<file path="src/hdl/pvp_pkg.sv">
package pvp_pkg;

    // Register offsets on the parameter port, as printed.
    localparam logic [15:0] PVP_OFS_VM_TGT_SPEED = 16'h1B1A;
    localparam logic [15:0] PVP_OFS_PM_TGT_POS = 16'h1B1C;
    localparam logic [15:0] PVP_OFS_PM_TGT_SPEED = 16'h1B1E;

    // Reset values and the minimum position speed.
    localparam logic [31:0] PVP_RST_VM_TGT_SPEED = 32'h00000000;
    localparam logic [31:0] PVP_RST_PM_TGT_POS = 32'h00000000;
    localparam logic [31:0] PVP_RST_PM_TGT_SPEED = 32'h0000003C;
    localparam logic [31:0] PVP_MIN_PM_TGT_SPEED = 32'h00000001;

    // Operating states that drive the status outputs.
    localparam logic [3:0] PVP_ST_READY = 4'h4;
    localparam logic [3:0] PVP_ST_SWITCHED_ON = 4'h5;
    localparam logic [3:0] PVP_ST_OP_ENABLED = 4'h6;

    // Mode commands from the fieldbus.
    localparam logic [1:0] PVP_CMD_NONE = 2'h0;
    localparam logic [1:0] PVP_CMD_VELOCITY = 2'h1;
    localparam logic [1:0] PVP_CMD_POSITION = 2'h2;

    // Position methods and relative references.
    localparam logic PVP_METHOD_RELATIVE = 1'b0;
    localparam logic PVP_METHOD_ABSOLUTE = 1'b1;
    localparam logic PVP_REF_PREV_TARGET = 1'b0;
    localparam logic PVP_REF_ACTUAL_POS = 1'b1;

    typedef enum logic [1:0] {
        PVP_MODE_IDLE,
        PVP_MODE_VELOCITY,
        PVP_MODE_POSITION
    } pvp_mode_e;

    // Parameter port write or read request.
    typedef struct packed {
        logic wr;
        logic rd;
        logic [15:0] addr;
        logic [31:0] wdata;
    } pvp_preq_s;

    // Stop causes reported by the motion core.
    typedef struct packed {
        logic halt;
        logic quick_stop;
        logic error;
        logic standstill;
        logic target_reached;
    } pvp_stop_s;

endpackage

</file>
<file path="src/hdl/pvp_limit.sv">
module pvp_limit
    import pvp_pkg::*;
(
    input wire logic signed [31:0] request,
    input wire logic [31:0] ctrl_max,
    input wire logic [31:0] ramp_max,
    output logic signed [31:0] limited
);

    // Clamp magnitude to the smaller maximum; maxima above the signed range saturate there.
    function automatic logic [31:0] pvp_min_u(input logic [31:0] a, input logic [31:0] b);
        pvp_min_u = (a < b) ? a : b;
    endfunction

    logic [31:0] lim_u;
    logic [31:0] lim_s;
    logic [32:0] mag;

    always_comb begin
        lim_u = pvp_min_u(ctrl_max, ramp_max);
        lim_s = pvp_min_u(lim_u, 32'h7FFFFFFF);
        mag = request[31] ? (33'h0 - {request[31], request}) : {1'b0, request};
        if (mag > {1'b0, lim_s}) begin
            limited = request[31] ? signed'(32'h0 - lim_s) : signed'(lim_s);
        end else begin
            limited = request;
        end
    end

endmodule

</file>
<file path="src/hdl/pvp_top.sv">
// Function
// - No-fault output high in states 4, 5, 6.
// - Active output high only in state 6.
// - Velocity mode ends: standstill after halt/stop/error.
// - Velocity target clamped to both velocity maxima.
// - Velocity target signed 32-bit, reset 0, immediate.
// - Position mode: relative or absolute methods.
// - Position mode also ends at target standstill.
// - Target position signed 32-bit, bounded, immediate; here taken only at the next accepted start.
// - Position speed 1..max, reset 60, next move.
module pvp_top
    import pvp_pkg::*;
(
    input wire logic sys_clk,
    input wire logic rst_n,
    input wire logic preq_wr,
    input wire logic preq_rd,
    input wire logic [15:0] preq_addr,
    input wire logic [31:0] preq_wdata,
    output logic [31:0] prsp_rdata,
    output logic prsp_valid,
    output logic prsp_err,
    input wire logic [1:0] mode_cmd,
    input wire logic move_start,
    input wire logic move_method,
    input wire logic rel_reference,
    input wire logic homed,
    input wire logic [3:0] op_state,
    input wire logic outputs_reassigned,
    input wire logic [31:0] ctrl_v_max,
    input wire logic [31:0] ramp_v_max,
    input wire logic signed [31:0] pos_min,
    input wire logic signed [31:0] pos_max,
    input wire logic signed [31:0] actual_pos,
    input wire logic stop_halt,
    input wire logic stop_quick,
    input wire logic stop_error,
    input wire logic standstill,
    input wire logic target_reached,
    output logic no_fault_output,
    output logic active_output,
    output logic [1:0] mode_active,
    output logic mode_ended,
    output logic signed [31:0] vel_setpoint,
    output logic signed [31:0] pos_setpoint,
    output logic [31:0] pos_speed,
    output logic move_go,
    output logic abs_refused
);

    // Request and stop bundles, mode state and the parameters as last written.
    pvp_preq_s preq;
    pvp_stop_s stops;
    pvp_mode_e mode_q;
    logic signed [31:0] vm_speed_q;
    logic signed [31:0] pm_pos_q;
    logic [31:0] pm_speed_q;
    logic signed [31:0] vel_limited;
    logic signed [31:0] pos_limited;
    logic [31:0] speed_limited;
    logic signed [31:0] prev_target_q;
    logic signed [31:0] goal;
    logic stopped_by_cause;
    logic mode_end_now;
    logic [31:0] lim_speed;
    logic move_request;
    logic move_blocked;

    // Bundle the port signals so that each concern reads one structure.
    assign preq = '{wr: preq_wr, rd: preq_rd, addr: preq_addr, wdata: preq_wdata};
    assign stops = '{halt: stop_halt, quick_stop: stop_quick, error: stop_error,
                     standstill: standstill, target_reached: target_reached};

    // Clamp a signed position into the active bounds.
    function automatic logic signed [31:0] pvp_clamp_pos(input logic signed [31:0] p,
                                                         input logic signed [31:0] lo,
                                                         input logic signed [31:0] hi);
        if (p < lo) begin
            pvp_clamp_pos = lo;
        end else if (p > hi) begin
            pvp_clamp_pos = hi;
        end else begin
            pvp_clamp_pos = p;
        end
    endfunction

    // Smaller of two unsigned values.
    function automatic logic [31:0] pvp_umin(input logic [31:0] a, input logic [31:0] b);
        pvp_umin = (a < b) ? a : b;
    endfunction

    // State 6 alone lets a mode run and lights the active output.
    function automatic logic pvp_op_enabled(input logic [3:0] st);
        pvp_op_enabled = (st == PVP_ST_OP_ENABLED);
    endfunction

    // States 4, 5 and 6 all count as free of faults.
    function automatic logic pvp_no_fault_state(input logic [3:0] st);
        pvp_no_fault_state = (st == PVP_ST_READY) || (st == PVP_ST_SWITCHED_ON) || pvp_op_enabled(st);
    endfunction

    pvp_limit u_vel_limit (
        .request(vm_speed_q),
        .ctrl_max(ctrl_v_max),
        .ramp_max(ramp_v_max),
        .limited(vel_limited)
    );

    // Position speed shares both maxima but stays unsigned and never drops below one.
    always_comb begin
        lim_speed = pvp_umin(pvp_umin(pm_speed_q, ctrl_v_max), ramp_v_max);
        speed_limited = (lim_speed < PVP_MIN_PM_TGT_SPEED) ? PVP_MIN_PM_TGT_SPEED : lim_speed;
    end

    // Bounds follow scaling and software limits supplied by the motion core.
    assign pos_limited = pvp_clamp_pos(pm_pos_q, pos_min, pos_max);

    // Relative moves add to the previous target or the actual position; absolute stands alone.
    always_comb begin
        if (move_method == PVP_METHOD_ABSOLUTE) begin
            goal = pos_limited;
        end else if (rel_reference == PVP_REF_ACTUAL_POS) begin
            goal = pvp_clamp_pos(32'(actual_pos + pos_limited), pos_min, pos_max);
        end else begin
            goal = pvp_clamp_pos(32'(prev_target_q + pos_limited), pos_min, pos_max);
        end
    end

    // Parameter writes; an invalid zero speed is ignored so the last good value stands.
    always_ff @(posedge sys_clk) begin
        if (!rst_n) begin
            vm_speed_q <= signed'(PVP_RST_VM_TGT_SPEED);
            pm_pos_q <= signed'(PVP_RST_PM_TGT_POS);
            pm_speed_q <= PVP_RST_PM_TGT_SPEED;
        end else if (preq.wr) begin
            case (preq.addr)
                PVP_OFS_VM_TGT_SPEED: begin
                    vm_speed_q <= signed'(preq.wdata);
                end
                PVP_OFS_PM_TGT_POS: begin
                    pm_pos_q <= signed'(preq.wdata);
                end
                PVP_OFS_PM_TGT_SPEED: begin
                    if (preq.wdata >= PVP_MIN_PM_TGT_SPEED) begin
                        pm_speed_q <= preq.wdata;
                    end
                end
                default: begin
                    // Unmapped offsets leave every parameter untouched.
                end
            endcase
        end
    end

    // Read answer one cycle after the request; unmapped offsets answer with an error.
    always_ff @(posedge sys_clk) begin
        if (!rst_n) begin
            prsp_rdata <= 32'h00000000;
            prsp_valid <= 1'b0;
            prsp_err <= 1'b0;
        end else begin
            prsp_valid <= preq.rd | preq.wr;
            prsp_err <= 1'b0;
            prsp_rdata <= 32'h00000000;
            // Writes answer too, with zero data, so the master sees every request taken.
            if (preq.rd | preq.wr) begin
                case (preq.addr)
                    PVP_OFS_VM_TGT_SPEED: begin
                        prsp_rdata <= preq.rd ? vm_speed_q : 32'h00000000;
                    end
                    PVP_OFS_PM_TGT_POS: begin
                        prsp_rdata <= preq.rd ? pm_pos_q : 32'h00000000;
                    end
                    PVP_OFS_PM_TGT_SPEED: begin
                        prsp_rdata <= preq.rd ? pm_speed_q : 32'h00000000;
                    end
                    default: begin
                        prsp_err <= 1'b1;
                    end
                endcase
            end
        end
    end

    // Status outputs follow the operating state unless configuration reassigned them.
    always_ff @(posedge sys_clk) begin
        if (!rst_n) begin
            no_fault_output <= 1'b0;
            active_output <= 1'b0;
        end else if (outputs_reassigned) begin
            // Reassigned outputs belong to another function, so this block holds them low.
            no_fault_output <= 1'b0;
            active_output <= 1'b0;
        end else begin
            no_fault_output <= pvp_no_fault_state(op_state);
            active_output <= pvp_op_enabled(op_state);
        end
    end

    // End conditions: standstill plus a cause; position mode also accepts target reached.
    assign stopped_by_cause = stops.halt | stops.quick_stop | stops.error;
    always_comb begin
        case (mode_q)
            PVP_MODE_VELOCITY: mode_end_now = stops.standstill & stopped_by_cause;
            PVP_MODE_POSITION: mode_end_now = stops.standstill &
                                              (stopped_by_cause | stops.target_reached);
            default: mode_end_now = 1'b0;
        endcase
    end

    // Mode sequencer; modes are entered only on a fieldbus command in state 6.
    always_ff @(posedge sys_clk) begin
        if (!rst_n) begin
            mode_q <= PVP_MODE_IDLE;
            mode_ended <= 1'b0;
        end else begin
            mode_ended <= 1'b0;
            case (mode_q)
                PVP_MODE_IDLE: begin
                    // A mode is entered only here, on a command; the block never starts one by itself.
                    if (pvp_op_enabled(op_state) && mode_cmd == PVP_CMD_VELOCITY) begin
                        mode_q <= PVP_MODE_VELOCITY;
                    end else if (pvp_op_enabled(op_state) && mode_cmd == PVP_CMD_POSITION) begin
                        mode_q <= PVP_MODE_POSITION;
                    end
                end
                PVP_MODE_VELOCITY, PVP_MODE_POSITION: begin
                    // Leaving state 6 also ends the mode, since the motor no longer follows a setpoint.
                    if (mode_end_now || !pvp_op_enabled(op_state)) begin
                        mode_q <= PVP_MODE_IDLE;
                        mode_ended <= 1'b1;
                    end
                end
                default: begin
                    mode_q <= PVP_MODE_IDLE;
                end
            endcase
        end
    end

    // Mode code mirrors the sequencer one edge later so that the output comes from a flip-flop.
    always_ff @(posedge sys_clk) begin
        if (!rst_n) begin
            mode_active <= PVP_CMD_NONE;
        end else begin
            case (mode_q)
                PVP_MODE_VELOCITY: begin
                    mode_active <= PVP_CMD_VELOCITY;
                end
                PVP_MODE_POSITION: begin
                    mode_active <= PVP_CMD_POSITION;
                end
                default: begin
                    mode_active <= PVP_CMD_NONE;
                end
            endcase
        end
    end

    // Velocity setpoint is live: a new target reaches the output on the next edge.
    always_ff @(posedge sys_clk) begin
        if (!rst_n) begin
            vel_setpoint <= 32'sh0;
        end else if (mode_q == PVP_MODE_VELOCITY) begin
            vel_setpoint <= vel_limited;
        end else begin
            vel_setpoint <= 32'sh0;
        end
    end

    // Absolute moves without a zero point would run to an undefined place, so they are refused.
    assign move_request = (mode_q == PVP_MODE_POSITION) && move_start;
    assign move_blocked = (move_method == PVP_METHOD_ABSOLUTE) && !homed;

    // Each start in position mode gives one pulse, accepted or refused, never both.
    always_ff @(posedge sys_clk) begin
        if (!rst_n) begin
            move_go <= 1'b0;
            abs_refused <= 1'b0;
        end else begin
            move_go <= move_request && !move_blocked;
            abs_refused <= move_request && move_blocked;
        end
    end

    // Goal and speed latch only on an accepted start, so a speed written mid-move waits.
    always_ff @(posedge sys_clk) begin
        if (!rst_n) begin
            pos_setpoint <= 32'sh0;
            pos_speed <= PVP_RST_PM_TGT_SPEED;
            prev_target_q <= 32'sh0;
        end else if (move_request && !move_blocked) begin
            pos_setpoint <= goal;
            // The goal just taken is the reference for the next relative move.
            prev_target_q <= goal;
            pos_speed <= speed_limited;
        end
    end

endmodule
</file>
<file path="config.mk">
export PLATFORM = sky130hd
export DESIGN_NAME = pvp_top
export DESIGN_NICKNAME = d
export VERILOG_FILES = /design/src/hdl/pvp_pkg.sv /design/src/hdl/pvp_limit.sv /design/src/hdl/pvp_top.sv
export SDC_FILE = /design/constraint.sdc
export NUM_CORES = 1
export LEC_CHECK = 0
export BUFFER_PORTS_ARGS = -buffer_cell sky130_fd_sc_hd__buf_2
export CAP_MARGIN = 20
export CORE_MARGIN = 1
export CORE_UTILIZATION = 45
export DETAILED_ROUTE_END_ITERATION = 8
export PLACE_DENSITY = 0.63
export SYNTH_ARGS = -nofsm -noshare
export SYNTH_HDL_FRONTEND = slang
export SYNTH_HIERARCHICAL = 1
export SYNTH_SLANG_ARGS = --single-unit
</file>
<file path="constraint.sdc">
create_clock -name sys_clk -period 16.6 [get_ports sys_clk]
set_clock_uncertainty 0.15 [all_clocks]
set_input_delay 0.83 -clock sys_clk [delete_from_list [all_inputs] [get_ports sys_clk]]
set_output_delay 0.83 -clock sys_clk [all_outputs]
set_load 0.02 [all_outputs]
</file>
==> impl_metrics.tcl <==
set metrics [dict create \
    tns_ns 0 \
    crit_arrival_ns 10.92 \
    synth_area_per_cell_um2 7.79 \
    hold_viol 0 \
    crit_type "flop to flop" \
    fmax_ghz 0.0945 \
    fp-row-count 86 \
    numClockSinks 235 \
    numCtsBuffers 30 \
    drcViolationCount 0 \
    post-cts-setup-buffers 0 \
    cp_max_fo 36 \
    drt-total-wl_mm 107 \
    syn_to_final_growth_pct 13.3 \
    required_ns 16.95 \
    worstReg2RegStart "pm_pos_q[10]" \
    r2r_cells 31 \
    async_flop_share_pct 0 \
    globalRoute.totalOverflow 0 \
    dieArea_mm2 0.0572 \
    setup_viol 0 \
    synthCells 3254 \
    pre_cts_slack_ns 5.83 \
    slew-limit-headroom_pct 18.0 \
    cts_resized 0 \
    ant_nets 0 \
    crit_path_max_incr_delay_ns 0.80 \
    post-dp-hpwl_mm 83.7 \
    grtUsageTotal_pct 36.2 \
    hp-class "primary input to flop" \
    p_per_area_mw_per_mm2 66.7 \
    dieHeight_um 239 \
    cp-start-kind "flop" \
    syn_area_mm2 0.0253 \
    fp.dieW_um 239 \
    postCtsHoldBufs 0 \
    ir_drop_mv 0.0888 \
    initial_core_util_pct 45.8 \
    rrSetupSlack_ns 6.02 \
    grt_pass1_wl_mm 157 \
    grt_max_degree 109 \
    crit_top_cell "o21ai_0" \
    rsz0062_at_grt "false" \
    cap_violations 0 \
    worstSetupEndpointType "flop" \
    antenna_found_initial 3 \
    ioPinCount 365 \
    min_period_over_period_pct 63.7 \
    worst_slew_pin_slew_ns 1.23 \
    root_buffer "clkbuf_16" \
    drv_slew 0 \
    slowest_stage "mux2i_4" \
    dr.first_iter.drc_count 3256 \
    r2r_end "prev_target_q[15]" \
    min_from "op_state[3]" \
    grt_pass1_vias 25200 \
    dp.cells 4234 \
    ys_warn_count 6 \
    worst_slack_ns 6.02 \
    synthFlopType "dfxtp_1" \
    place_congestion 1.05 \
    clk_path_buf_depth 3 \
    clock_latency_ns 0.63 \
    p_leak_uw 0.0134 \
    drive_gt1_share_pct 16.5 \
    hold_path_depth 2 \
    fin_worst_hold_slack_ns 0.252 \
    drt-pass1-iter-count 7 \
    synth_edf_count 0 \
    seq_area_frac_synth_pct 18.6 \
    ys_seq_elements 235 \
    route.detailed.wl_per_inst_um 25.0 \
    htreeDepth 1 \
    cts_tree "done" \
    antenna_cells 0 \
    syn_nets 3865 \
    status "completed" \
    io_buffers 364 \
    cts.clk_slew.worst_paths_ns 0.06 \
    routed_via_density 6.38 \
    fin_crit_ns 10.58 \
    fin_nets 4131 \
    yosysUniqueCellTypes 96 \
    num_vias 27400 \
    stdcell_count 4292 \
    hold_end "no_fault_output" \
    core_area_mm2 0.0553 \
]
## cell type report
cell class	count	area (µm²)
fillers	5620	26600
well taps	748	936
clock buffers	36	803
clock inverters	20	210
inverters	205	769
repair buffers	388	2040
flip-flops and latches	235	4710
multi-input cells	2660	19200
## routing by layer
metal	wire (µm)	global-route usage (%)
met1	41400	45.6
met2	48700	59.4
met3	11400	6.28
met4	5770	17.5
met5	11	0
## report_power, final
group	internal, µW	switching [µW]	leakage [µW]	total (µW)
sequential	565	0.849	0.00189	566
clock	382	298	0.000498	680
combinational	229	438	0.0110	667
total	1180	737	0.0134	1910
## synth_stat cells, types with 20 or more instances
| library cell | number | share of area, % |
|---|---|---|
| clkbuf_1 | 114 | 1.7 |
| mux2_2 | 87 | 3.9 |
| mux2i_1 | 90 | 3.6 |
| nand2b_1 | 29 | 0.72 |
| dfxtp_1 | 235 | 19 |
| a211oi_1 | 35 | 1.0 |
| a21oi_1 | 172 | 3.4 |
| a21o_1 | 84 | 2.5 |
| a22oi_1 | 36 | 1.1 |
| inv_1 | 204 | 3.0 |
| o211ai_1 | 52 | 1.5 |
| o21ai_0 | 159 | 3.1 |
| nand2_1 | 316 | 4.7 |
| a21boi_0 | 74 | 2.2 |
| nor3_1 | 76 | 1.5 |
| nor4_1 | 59 | 1.5 |
| a31oi_1 | 21 | 0.52 |
| ha_1 | 381 | 19 |
| and3_1 | 39 | 0.96 |
| nand3_1 | 154 | 3.0 |
| nor2_1 | 216 | 3.2 |
| o31ai_1 | 33 | 0.98 |
| buf_2 | 20 | 0.40 |
| xnor2_1 | 67 | 2.3 |
| o21a_1 | 36 | 1.1 |
| nand4_1 | 80 | 2.0 |
| xor2_1 | 35 | 1.2 |
| nor2b_1 | 58 | 1.4 |
## logic make-up after synthesis
group / Yosys count / synth area share, %
other: 1 / 0.0148
and+or+nand+nor: 1122 / 21.9
xor gates and xnor gates: 102 / 3.53
adders and majority gates: 383 / 19.0
DFF: 235 / 18.6
AOI/OAI and AO/OA: 863 / 23.2
buffers and inverters: 359 / 5.71
muxes: 189 / 8.06
## per-stage QoR
step	total power [µW]	utilization, %	cell area (µm²)
floorplan	996	-	25300
finish	1910	51.9	28700
global placement	1220	50.0	27600
detailed placement	1220	50.0	27600
global route	1990	51.9	28700
CTS	1900	51.8	28600
## state kept, by name, indices dropped and copies added (netlist names), 2 cells and up
| register | cells |
|---|---|
| pm_pos_q | 32 |
| pm_speed_q | 32 |
| pos_speed | 32 |
| prev_target_q | 32 |
| prsp_rdata | 32 |
| vel_setpoint | 32 |
| vm_speed_q | 32 |
| mode_active | 2 |
| mode_q | 2 |
## worst max path at each step
stage	startpoint	depth (start not counted)	to
floorplan	pos_min[9]	35	prev_target_q[29]
global placement	pos_min[9]	33	prev_target_q[31]
detailed placement	pos_min[9]	33	prev_target_q[15]
CTS	pm_pos_q[9]	31	prev_target_q[31]
global route	pm_pos_q[10]	32	prev_target_q[31]
finish	pm_pos_q[10]	31	prev_target_q[15]
## layout by cell type (no fill, tap or decap), types with 29 or more instances in the layout
master,instances
a211oi_1,35
a21boi_0,74
a21o_1,84
a21oi_1,172
a22oi_1,36
and3_1,39
buf_2,363
clkbuf_16,30
dfxtp_1,234
ha_1,381
inv_1,204
mux2_2,87
mux2i_1,89
nand2_1,316
nand2b_1,29
nand3_1,154
nand4_1,80
nor2_1,211
nor2b_1,57
nor3_1,76
nor4_1,59
o211ai_1,52
o21a_1,35
o21ai_0,158
o31ai_1,33
xnor2_1,67
xor2_1,35
## critical path: cells and delay by family (launching register included)
family / cells / cell delay [ns]
AOI/OAI and AO/OA: 15 / 3.89
xor gates and xnor gates: 1 / 0.22
adders and majority gates: 3 / 1.15
buffers and inverters: 2 / 0.95
DFF: 1 / 0.64
muxes: 2 / 1.03
and+or+nand+nor: 8 / 2.34
(Power assumes the default switching activity.)
